File: config.mk
export PLATFORM = sky130hd
export DESIGN_NAME = dcs_debug_ctl
export DESIGN_NICKNAME = d
export VERILOG_FILES = /design/src/dcs_pkg.sv /design/src/dcs_debug_ctl.sv
export SDC_FILE = /design/constraint.sdc
export NUM_CORES = 1
export LEC_CHECK = 0
export BUFFER_PORTS_ARGS = -buffer_cell sky130_fd_sc_hd__buf_2
export CORE_UTILIZATION = 54
export DETAILED_ROUTE_END_ITERATION = 10
export PLACE_DENSITY_LB_ADDON = 0.2
export SLEW_MARGIN = 20
export SYNTH_ARGS = -nofsm -noshare
export SYNTH_HDL_FRONTEND = slang
export SYNTH_SLANG_ARGS = --single-unit
File: constraint.sdc
create_clock -name mclk -period 2.2 [get_ports mclk]
set_input_delay 0 -clock mclk [delete_from_list [all_inputs] [get_ports mclk]]
set_output_delay 0 -clock mclk [all_outputs]
set_load 0.005 [all_outputs]
File: src/dcs_pkg.sv
//////////////////////////////////////////////////////////////////////////////
// Overview of operation
// writing 81 resets the device, which comes back halted in debug mode
// writing 41 resets the device, which then resumes normal execution
// in debug mode, writing 40 releases the cpu to run
// debug bit 7 set stops instruction fetch; clearing it resumes execution
// enabled break sets debug bit unless break-loop bit 4 makes cpu loop
// breakpoint enable bit 6 resets low; low makes break a no-operation
// ack bit 5 sends FF on a breakpoint, then clears itself once sent
// pc-match bit 3 sets debug bit when pc equals debug counter
// with pc-match set the debug counter holds while the cpu runs
// zero-count bit 2 sets debug bit when the counter reaches 0000
// with zero-count set the counter is not reset on leaving debug
// reset bit 0 resets the device, not the debugger; clears when done
// host always writes 0 to reserved control bit 1
// idle flag bit 7 shows debug mode or a break since last write
// halt flag bit 6 shows the low-power halt mode
// read-protect flag bit 5 is the inverse of the option bit
// low status bits are reserved and read 0
// baud reload is read-only, 12-bit count, top 4 bits 0, resets 0
// reload count equals system clock over baud rate times 8
// command 04 plus a byte writes control; command 05 reads it
// command 02 returns the status byte
// command 1B returns baud reload, high byte then low byte
// counter decrements once per clock while running outside debug
//////////////////////////////////////////////////////////////////////////////
package dcs_pkg;
	// host command codes
	localparam logic [7:0] CMD_WR_CNT  = 8'h01;
	localparam logic [7:0] CMD_RD_STAT = 8'h02;
	localparam logic [7:0] CMD_RD_CNT  = 8'h03;
	localparam logic [7:0] CMD_WR_CTL  = 8'h04;
	localparam logic [7:0] CMD_RD_CTL  = 8'h05;
	localparam logic [7:0] CMD_RD_BAUD = 8'h1B;
	// control field positions
	localparam int CTL_DBG   = 7;
	localparam int CTL_BREAKPOINT_ENABLE = 6;
	localparam int CTL_ACK   = 5;
	localparam int CTL_LOOP  = 4;
	localparam int CTL_PC    = 3;
	localparam int CTL_ZERO  = 2;
	localparam int CTL_RSV   = 1;
	localparam int CTL_RST   = 0;
	// reset values and constants
	localparam logic [7:0]  CTL_RESET  = 8'h00;
	localparam logic [15:0] CNT_RESET  = 16'h0000;
	localparam logic [15:0] CNT_ZERO   = 16'h0000;
	localparam logic [15:0] CNT_NODBG  = 16'hFFFF;
	localparam logic [7:0]  ACK_BYTE   = 8'hFF;
	localparam logic [4:0]  STAT_RSV   = 5'h00;
	localparam logic [3:0]  BAUD_RSV   = 4'h0;
	localparam int          BAUD_W     = 12;
	localparam int          BAUD_BITS  = 8;
	typedef enum logic [1:0] {DCS_IDLE, DCS_CTL, DCS_CNT_H, DCS_CNT_L} dcs_state_t;
endpackage : dcs_pkg

File: src/dcs_debug_ctl.sv
`timescale 1ns/1ps
module dcs_debug_ctl (
	input  wire logic        mclk,
	input  wire logic        rst_n,
	input  wire logic        rx_valid,
	input  wire logic [7:0]  rx_data,
	input  wire logic        tx_ready,
	input  wire logic [15:0] cpu_pc,
	input  wire logic        cpu_brk_decoded,
	input  wire logic        cpu_halt_mode,
	input  wire logic        rp_option_bit,
	input  wire logic        sys_reset_done,
	input  wire logic        debug_serial_pin,
	output logic             tx_valid,
	output logic [7:0]       tx_data,
	output logic             cpu_stop_fetch,
	output logic             cpu_brk_loop,
	output logic             sys_reset_req
);
	//////////////////////////////////////////////////////////////////////////
	// state
	logic [7:0]               ctl_reg;
	logic [7:0]               ctl_next;
	logic [15:0]              cnt_reg;
	logic [15:0]              cnt_next;
	logic                     brk_seen_reg;
	logic                     loop_reg;
	logic                     ack_pend_reg;
	logic                     ack_busy_reg;
	logic [7:0]               hold_reg;
	logic [7:0]               tx_data_reg;
	logic                     tx_valid_reg;
	logic                     hold_vld_reg;
	logic [7:0]               cnt_hi_reg;
	dcs_pkg::dcs_state_t      state_reg;
	dcs_pkg::dcs_state_t      state_next;
	logic                     pin_s1_reg;
	logic                     pin_s2_reg;
	logic                     pin_d_reg;
	logic                     ab_meas_reg;
	logic                     ab_done_reg;
	logic [dcs_pkg::BAUD_W-1:0] ab_cnt_reg;
	logic [dcs_pkg::BAUD_W-1:0] reload_reg;

	//////////////////////////////////////////////////////////////////////////
	// decode of host bytes and cpu events
	wire idle_st   = (state_reg == dcs_pkg::DCS_IDLE);
	wire tx_free   = !tx_valid_reg || tx_ready;
	wire tx_room   = tx_free && !hold_vld_reg;
	wire cmd_ok    = rx_valid && idle_st && tx_room;
	wire wr_ctl    = rx_valid && (state_reg == dcs_pkg::DCS_CTL);
	wire wr_cnt_l  = rx_valid && (state_reg == dcs_pkg::DCS_CNT_L);
	wire dbg       = ctl_reg[dcs_pkg::CTL_DBG];
	wire running   = !dbg && !ctl_reg[dcs_pkg::CTL_RST];
	wire brk_on    = cpu_brk_decoded && ctl_reg[dcs_pkg::CTL_BREAKPOINT_ENABLE];
	wire brk_stop  = brk_on && !ctl_reg[dcs_pkg::CTL_LOOP];
	wire pc_hit    = running && ctl_reg[dcs_pkg::CTL_PC] && (cpu_pc == cnt_reg);
	wire zero_hit  = running && ctl_reg[dcs_pkg::CTL_ZERO] && (cnt_reg == dcs_pkg::CNT_ZERO);
	wire dbg_set   = brk_stop || pc_hit || zero_hit;
	wire bp_event  = brk_on || pc_hit || zero_hit;
	wire ack_sent  = ack_busy_reg && tx_valid_reg && tx_ready;
	wire leave_dbg = dbg && !ctl_next[dcs_pkg::CTL_DBG];
	// judged on the value being written: the leaving write itself may set the break mode
	wire keep_cnt  = ctl_next[dcs_pkg::CTL_ZERO] || ctl_next[dcs_pkg::CTL_PC];
	wire cnt_dec   = running && !ctl_reg[dcs_pkg::CTL_PC] && !zero_hit;
	wire [7:0] stat_byte = {dbg || brk_seen_reg, cpu_halt_mode, !rp_option_bit,
		dcs_pkg::STAT_RSV};
	wire [15:0] baud_word = {dcs_pkg::BAUD_RSV, reload_reg};
	wire [15:0] cnt_rd    = dbg ? ~cnt_reg : dcs_pkg::CNT_NODBG;

	//////////////////////////////////////////////////////////////////////////
	// control register next value; hardware sets win over host clears
	always_comb
	begin
		ctl_next = ctl_reg;
		if (wr_ctl)
			ctl_next = rx_data;
		if (dbg_set)
			ctl_next[dcs_pkg::CTL_DBG] = 1'b1;
		if (ack_sent && !wr_ctl)
			ctl_next[dcs_pkg::CTL_ACK] = 1'b0;
		if (sys_reset_done && !wr_ctl)
			ctl_next[dcs_pkg::CTL_RST] = 1'b0;
	end

	// debug counter next value
	always_comb
	begin
		cnt_next = cnt_reg;
		if (wr_cnt_l && dbg)
			cnt_next = {cnt_hi_reg, rx_data};
		else if (leave_dbg && !keep_cnt)
			cnt_next = dcs_pkg::CNT_RESET;
		else if (cnt_dec)
			cnt_next = cnt_reg - 16'h0001;
	end

	// command sequencer
	always_comb
	begin
		state_next = state_reg;
		case (state_reg)
			dcs_pkg::DCS_IDLE:
			begin
				if (cmd_ok && rx_data == dcs_pkg::CMD_WR_CTL)
					state_next = dcs_pkg::DCS_CTL;
				else if (cmd_ok && rx_data == dcs_pkg::CMD_WR_CNT)
					state_next = dcs_pkg::DCS_CNT_H;
			end
			dcs_pkg::DCS_CTL:
				if (rx_valid)
					state_next = dcs_pkg::DCS_IDLE;
			dcs_pkg::DCS_CNT_H:
				if (rx_valid)
					state_next = dcs_pkg::DCS_CNT_L;
			dcs_pkg::DCS_CNT_L:
				if (rx_valid)
					state_next = dcs_pkg::DCS_IDLE;
			default:
				state_next = dcs_pkg::DCS_IDLE;
		endcase
	end

	//////////////////////////////////////////////////////////////////////////
	// registers kept across device reset; only rst_n clears the debugger
	always_ff @(posedge mclk or negedge rst_n)
	begin
		if (!rst_n)
		begin
			ctl_reg    <= dcs_pkg::CTL_RESET;
			cnt_reg    <= dcs_pkg::CNT_RESET;
			state_reg  <= dcs_pkg::DCS_IDLE;
			cnt_hi_reg <= 8'h00;
		end
		else
		begin
			ctl_reg   <= ctl_next;
			cnt_reg   <= cnt_next;
			state_reg <= state_next;
			if (rx_valid && state_reg == dcs_pkg::DCS_CNT_H)
				cnt_hi_reg <= rx_data;
		end
	end

	// break bookkeeping; a break in the write cycle stays seen
	always_ff @(posedge mclk or negedge rst_n)
	begin
		if (!rst_n)
		begin
			brk_seen_reg <= 1'b0;
			loop_reg     <= 1'b0;
		end
		else
		begin
			if (brk_on)
				brk_seen_reg <= 1'b1;
			else if (wr_ctl)
				brk_seen_reg <= 1'b0;
			if (brk_on && ctl_reg[dcs_pkg::CTL_LOOP])
				loop_reg <= 1'b1;
			else if (wr_ctl || !ctl_reg[dcs_pkg::CTL_BREAKPOINT_ENABLE])
				loop_reg <= 1'b0;
		end
	end

	//////////////////////////////////////////////////////////////////////////
	// reply path: one output register plus one hold byte for two-byte replies
	always_ff @(posedge mclk or negedge rst_n)
	begin
		if (!rst_n)
		begin
			tx_valid_reg <= 1'b0;
			tx_data_reg  <= 8'h00;
			hold_vld_reg <= 1'b0;
			hold_reg     <= 8'h00;
			ack_pend_reg <= 1'b0;
			ack_busy_reg <= 1'b0;
		end
		else
		begin
			if (tx_free)
			begin
				tx_valid_reg <= 1'b0;
				ack_busy_reg <= 1'b0;
				if (hold_vld_reg)
				begin
					tx_valid_reg <= 1'b1;
					tx_data_reg  <= hold_reg;
					hold_vld_reg <= 1'b0;
				end
				else if (cmd_ok && rx_data == dcs_pkg::CMD_RD_STAT)
				begin
					tx_valid_reg <= 1'b1;
					tx_data_reg  <= stat_byte;
				end
				else if (cmd_ok && rx_data == dcs_pkg::CMD_RD_CTL)
				begin
					tx_valid_reg <= 1'b1;
					tx_data_reg  <= ctl_reg;
				end
				else if (cmd_ok && rx_data == dcs_pkg::CMD_RD_BAUD)
				begin
					tx_valid_reg <= 1'b1;
					tx_data_reg  <= baud_word[15:8];
					hold_reg     <= baud_word[7:0];
					hold_vld_reg <= 1'b1;
				end
				else if (cmd_ok && rx_data == dcs_pkg::CMD_RD_CNT)
				begin
					tx_valid_reg <= 1'b1;
					tx_data_reg  <= cnt_rd[15:8];
					hold_reg     <= cnt_rd[7:0];
					hold_vld_reg <= 1'b1;
				end
				else if (ack_pend_reg && idle_st && !rx_valid)
				begin
					tx_valid_reg <= 1'b1;
					tx_data_reg  <= dcs_pkg::ACK_BYTE;
					ack_busy_reg <= 1'b1;
					ack_pend_reg <= 1'b0;
				end
			end
			// placed last so a breakpoint in the send cycle is not lost
			if (bp_event && ctl_reg[dcs_pkg::CTL_ACK])
				ack_pend_reg <= 1'b1;
		end
	end

	//////////////////////////////////////////////////////////////////////////
	// autobaud: the low run of a 80h frame spans 8 bit times, so the count
	// of low cycles is clock over baud times 8; saturates rather than wraps
	always_ff @(posedge mclk or negedge rst_n)
	begin
		if (!rst_n)
		begin
			pin_s1_reg  <= 1'b1;
			pin_s2_reg  <= 1'b1;
			pin_d_reg   <= 1'b1;
			ab_meas_reg <= 1'b0;
			ab_done_reg <= 1'b0;
			ab_cnt_reg  <= '0;
			reload_reg  <= '0;
		end
		else
		begin
			pin_s1_reg <= debug_serial_pin;
			pin_s2_reg <= pin_s1_reg;
			pin_d_reg  <= pin_s2_reg;
			if (!ab_done_reg && !ab_meas_reg && pin_d_reg && !pin_s2_reg)
			begin
				ab_meas_reg <= 1'b1;
				ab_cnt_reg  <= {{(dcs_pkg::BAUD_W-1){1'b0}}, 1'b1};
			end
			else if (ab_meas_reg && !pin_s2_reg && !(&ab_cnt_reg))
				ab_cnt_reg <= ab_cnt_reg + 1'b1;
			else if (ab_meas_reg && pin_s2_reg)
			begin
				ab_meas_reg <= 1'b0;
				ab_done_reg <= 1'b1;
				reload_reg  <= ab_cnt_reg;
			end
		end
	end

	//////////////////////////////////////////////////////////////////////////
	// outputs straight from flops
	assign tx_valid       = tx_valid_reg;
	assign tx_data        = tx_data_reg;
	assign cpu_stop_fetch = ctl_reg[dcs_pkg::CTL_DBG];
	assign cpu_brk_loop   = loop_reg;
	assign sys_reset_req  = ctl_reg[dcs_pkg::CTL_RST];

	//////////////////////////////////////////////////////////////////////////
	// checks
	a_write_stop: assert property (@(posedge mclk) disable iff (!rst_n)
		wr_ctl && rx_data == 8'h81 |=> cpu_stop_fetch && sys_reset_req)
		else $error("reset-and-stop write not taken");
	a_write_go: assert property (@(posedge mclk) disable iff (!rst_n)
		wr_ctl && rx_data == 8'h41 && !dbg_set |=> !cpu_stop_fetch && sys_reset_req)
		else $error("reset-and-go write not taken");
	a_run_release: assert property (@(posedge mclk) disable iff (!rst_n)
		wr_ctl && rx_data == 8'h40 && !dbg_set |=> !cpu_stop_fetch)
		else $error("run write did not release cpu");
	a_brk_nop: assert property (@(posedge mclk) disable iff (!rst_n)
		cpu_brk_decoded && !ctl_reg[dcs_pkg::CTL_BREAKPOINT_ENABLE] && !pc_hit && !zero_hit
		&& !wr_ctl && !dbg |=> !cpu_stop_fetch && $stable(brk_seen_reg))
		else $error("disabled break had an effect");
	a_brk_stop: assert property (@(posedge mclk) disable iff (!rst_n)
		brk_stop |=> cpu_stop_fetch && !$rose(cpu_brk_loop))
		else $error("break did not enter debug");
	a_pc_match: assert property (@(posedge mclk) disable iff (!rst_n)
		running && ctl_reg[dcs_pkg::CTL_PC] && cpu_pc == cnt_reg |=> cpu_stop_fetch)
		else $error("pc match missed");
	a_pc_hold: assert property (@(posedge mclk) disable iff (!rst_n)
		running && ctl_reg[dcs_pkg::CTL_PC] && !wr_cnt_l |=> $stable(cnt_reg))
		else $error("counter moved in pc match mode");
	a_zero_brk: assert property (@(posedge mclk) disable iff (!rst_n)
		running && ctl_reg[dcs_pkg::CTL_ZERO] && cnt_reg == 16'h0000 |=> cpu_stop_fetch)
		else $error("zero count break missed");
	a_count_down: assert property (@(posedge mclk) disable iff (!rst_n)
		cnt_dec && !wr_ctl |=> cnt_reg == $past(cnt_reg) - 16'h0001)
		else $error("counter did not decrement");
	a_ack_clear: assert property (@(posedge mclk) disable iff (!rst_n)
		ack_sent && !wr_ctl && !ack_pend_reg |=> !ctl_reg[dcs_pkg::CTL_ACK] && !ack_busy_reg)
		else $error("ack enable not cleared");
	a_stat_low: assert property (@(posedge mclk) disable iff (!rst_n)
		cmd_ok && rx_data == 8'h02 |=> tx_valid && tx_data[4:0] == 5'h00)
		else $error("status reserved bits nonzero");
endmodule : dcs_debug_ctl

==> results.ini <==
[status]
outcome=complete, but fails checks
violations=setup timing

[finish]
antenna-diode-count=0
nNetsFinal=576
area_delta_synth_final_pct=20.5
drive_gt1_share_pct=27.5
final_cell_mix=dfrtp_1, nand2_1, buf_2
largest_register_ffs=16
fin_cells=650
layout_commonest_cell=dfrtp_1
nFillCells=651

[clocking]
cts_buffers=9
clk_latency_ps=370
clock-sinks=85
clkSlewWorstSetupHoldPaths_ps=90
cts_tree=done
htree_levels=3
clock_path_buffers=2
clock-root-buffer=clkbuf_8

[yosys]
mappedNetlistArea_sq_um=4580
synth-seq-area-share_pct=46.6
async_reset_ff_share_pct=100
synth_warnings=0
synth_edf_count=0
syn_nets=493
synth_cell_types=61
synth_area_per_cell_sq_um=10.0
syn_inst=457
yosys_most_used_dff=dfrtp_1
ys_ff_latch=85

[pwr]
comb_power_share_pct=35.1
swShare_pct=35.7
leakagePower_uw=0.00232
power.share.clock_pct=21.7
p_switching_uw=1950
p_seq_share_pct=43.3
p_int_uw=3510
power_density_nw_per_um2=989
fin_total_pwr_uw=5450
vdd_ir_drop_max_v=0.000549

[critical_path]
crit_path_max_fanout=4
worstSetupPathType=reg2reg
cp_data_arrival_time_ps=2460
cp-start-kind=flip-flop
crit_path_end_kind=flip-flop
crit_required_ps=2450

[sta]
hold_viol_final=0
fmaxAchievable_ghz=0.454
setup_viol=1
period_needed_ps=2200
setup_slack_ps=-4.54
worst_pin_slew_ps=550
fin_tns_setup_ps=-4.54
slew-limit-headroom_pct=63.2
fin_crit_sh_pct=100
fin_skew_ps=8.08
grt_setup_unrepaired=yes
maxSlewViolCount=0

[detailed_routing]
finalWirelength_microns=12000
drc=0
via_per_inst=6.29
dr.first_iter.drc_count=343
firstDrtPassIters=5
routed.top_layer=met4
dr_wl_met2_microns=5630
ant_nets=0
met1_length_microns=5390
vias=4090
wl_per_cell_microns=18.5
wl_met3_microns=724

[die]
die_height_microns=94.1
std_cell_rows=33
die-area_sq_um=8850
io_pins=45
die_width_microns=94.1
core_sq_um=8220
initial_core_util_pct=55.7

[placed_design]
port_buffers=44
post-place-ws_ps=22.0
hpwl_microns=8570
routabilityCongestion=0.894
dp.cells=616

[global_route]
grt_antenna_before_repair=0
grt_pass1_wl_microns=19300
grt_pass1_vias=3855
grt.total_usage_pct=29.3
grt_max_degree=38
overflow=0

[worst_hold_path]
holdCritPathClass=in2reg

[flow_run]
drv_cap=0

[critical path: stages (launching register included)]
cell,delay [ps]
dfrtp_1,380
or4_4,540
or4b_4,540
o21ai_4,200
buf_4,140
nand2_1,40
a32o_1,240
[what timing repair did]
| item | in CTS | in global routing |
|---|---|---|
| endpoints found under the setup margin | 0 | 23 |
| gates resized for setup | 0 | 13 |
| buffers inserted | 0 | 3 |
| hold buffers | 14 | 0 |
| hold endpoints to repair | 55 | 0 |
[cell usage after synthesis, drive strengths merged, types with 4 or more instances]
| cell type | number | area (sq um) |
|---|---|---|
| nand2 | 75 | 282 |
| a32o | 6 | 60.1 |
| nor3 | 6 | 30.0 |
| nand2b | 7 | 43.8 |
| nand3b | 4 | 30.0 |
| mux2 | 28 | 315 |
| nor4b | 4 | 35.0 |
| a31oi | 5 | 31.3 |
| a21oi | 9 | 45.0 |
| nand4 | 9 | 56.3 |
| clkbuf | 18 | 68.8 |
| o211ai | 14 | 105 |
| nor4 | 4 | 37.5 |
| dfrtp | 82 | 2050 |
| a22o | 4 | 35.0 |
| o311ai | 11 | 96.3 |
| nor2 | 11 | 41.3 |
| inv | 10 | 37.5 |
| xor2 | 6 | 52.6 |
| or4 | 10 | 78.8 |
| or2 | 6 | 37.5 |
| o31ai | 5 | 37.5 |
| o21ai | 15 | 90.1 |
| or3 | 8 | 50.1 |
| and2 | 4 | 25.0 |
| xnor2 | 15 | 131 |
| mux2i | 9 | 90.1 |
| nand3 | 23 | 115 |
| buf | 8 | 51.3 |
[final cells by class]
type,count,area [sq um],share of cell area [%]
clock buffer,12,155,2.81
clock inverter,4,55.1,0.998
inverter,10,37.5,0.681
multi-input combinational,336,2330,42.3
sequential,85,2130,38.6
tap,105,131,2.38
timing repair buffer,98,672,12.2
[worst paths after layout]
kind | from | to | slack (ps) | cells past startpoint
max reg2reg | cnt_reg[11] | cnt_reg[1] | -5 | 6
max | cnt_reg[11] | cnt_reg[1] | -5 | 6
min | rx_data[0] | cnt_reg[0] | 100 | 2
min in group asynchronous | rst_n | cnt_reg[15] | 130 | 2
max in group asynchronous | rst_n | reload_reg[11] | 1340 | 3
min reg2reg | pin_s1_reg | pin_s2_reg | 360 | 0
[metal layers]
layer / track usage, % / vias up
met1: 40.7 / 2023
li1: - / 1861
met2: 45.5 / 179
met4: 12.4 / 0
met3: 4.69 / 27
met5: 0 / -
[through the flow]
stage               cell area (sq um)  hold WS [ps]  utilization (%)
CTS                              5430          91.6             66.1
global route                     5520           117             67.1
detailed placement               5080         -6.02             61.8
finish                           5520          98.9             67.1
floorplan                        4580          -296                -
global placement                 5080         -9.43             61.8
[logic make-up after synthesis]
group                    Yosys count  share of synthesized area, %
AO/OA/AOI/OAI                     89                          14.6
multiplexers                      37                          8.86
adder cells (fa/ha/maj)            3                         0.820
XOR/XNOR                          21                          4.02
buffers and inverters             36                          3.44
flip-flops                        85                          46.6
AND/OR/NAND/NOR                  186                          21.7
[power groups by stage]
stage,registers (uW),clock network [uW],logic (uW)
after detailed placement,2380,0,1740
after global placement,2360,0,1680
after CTS,2350,1190,1780
after floorplan,2290,0,1130
after global routing,2410,1250,2080
final,2360,1180,1910
Note: power is estimated with default switching activity, not from simulation.
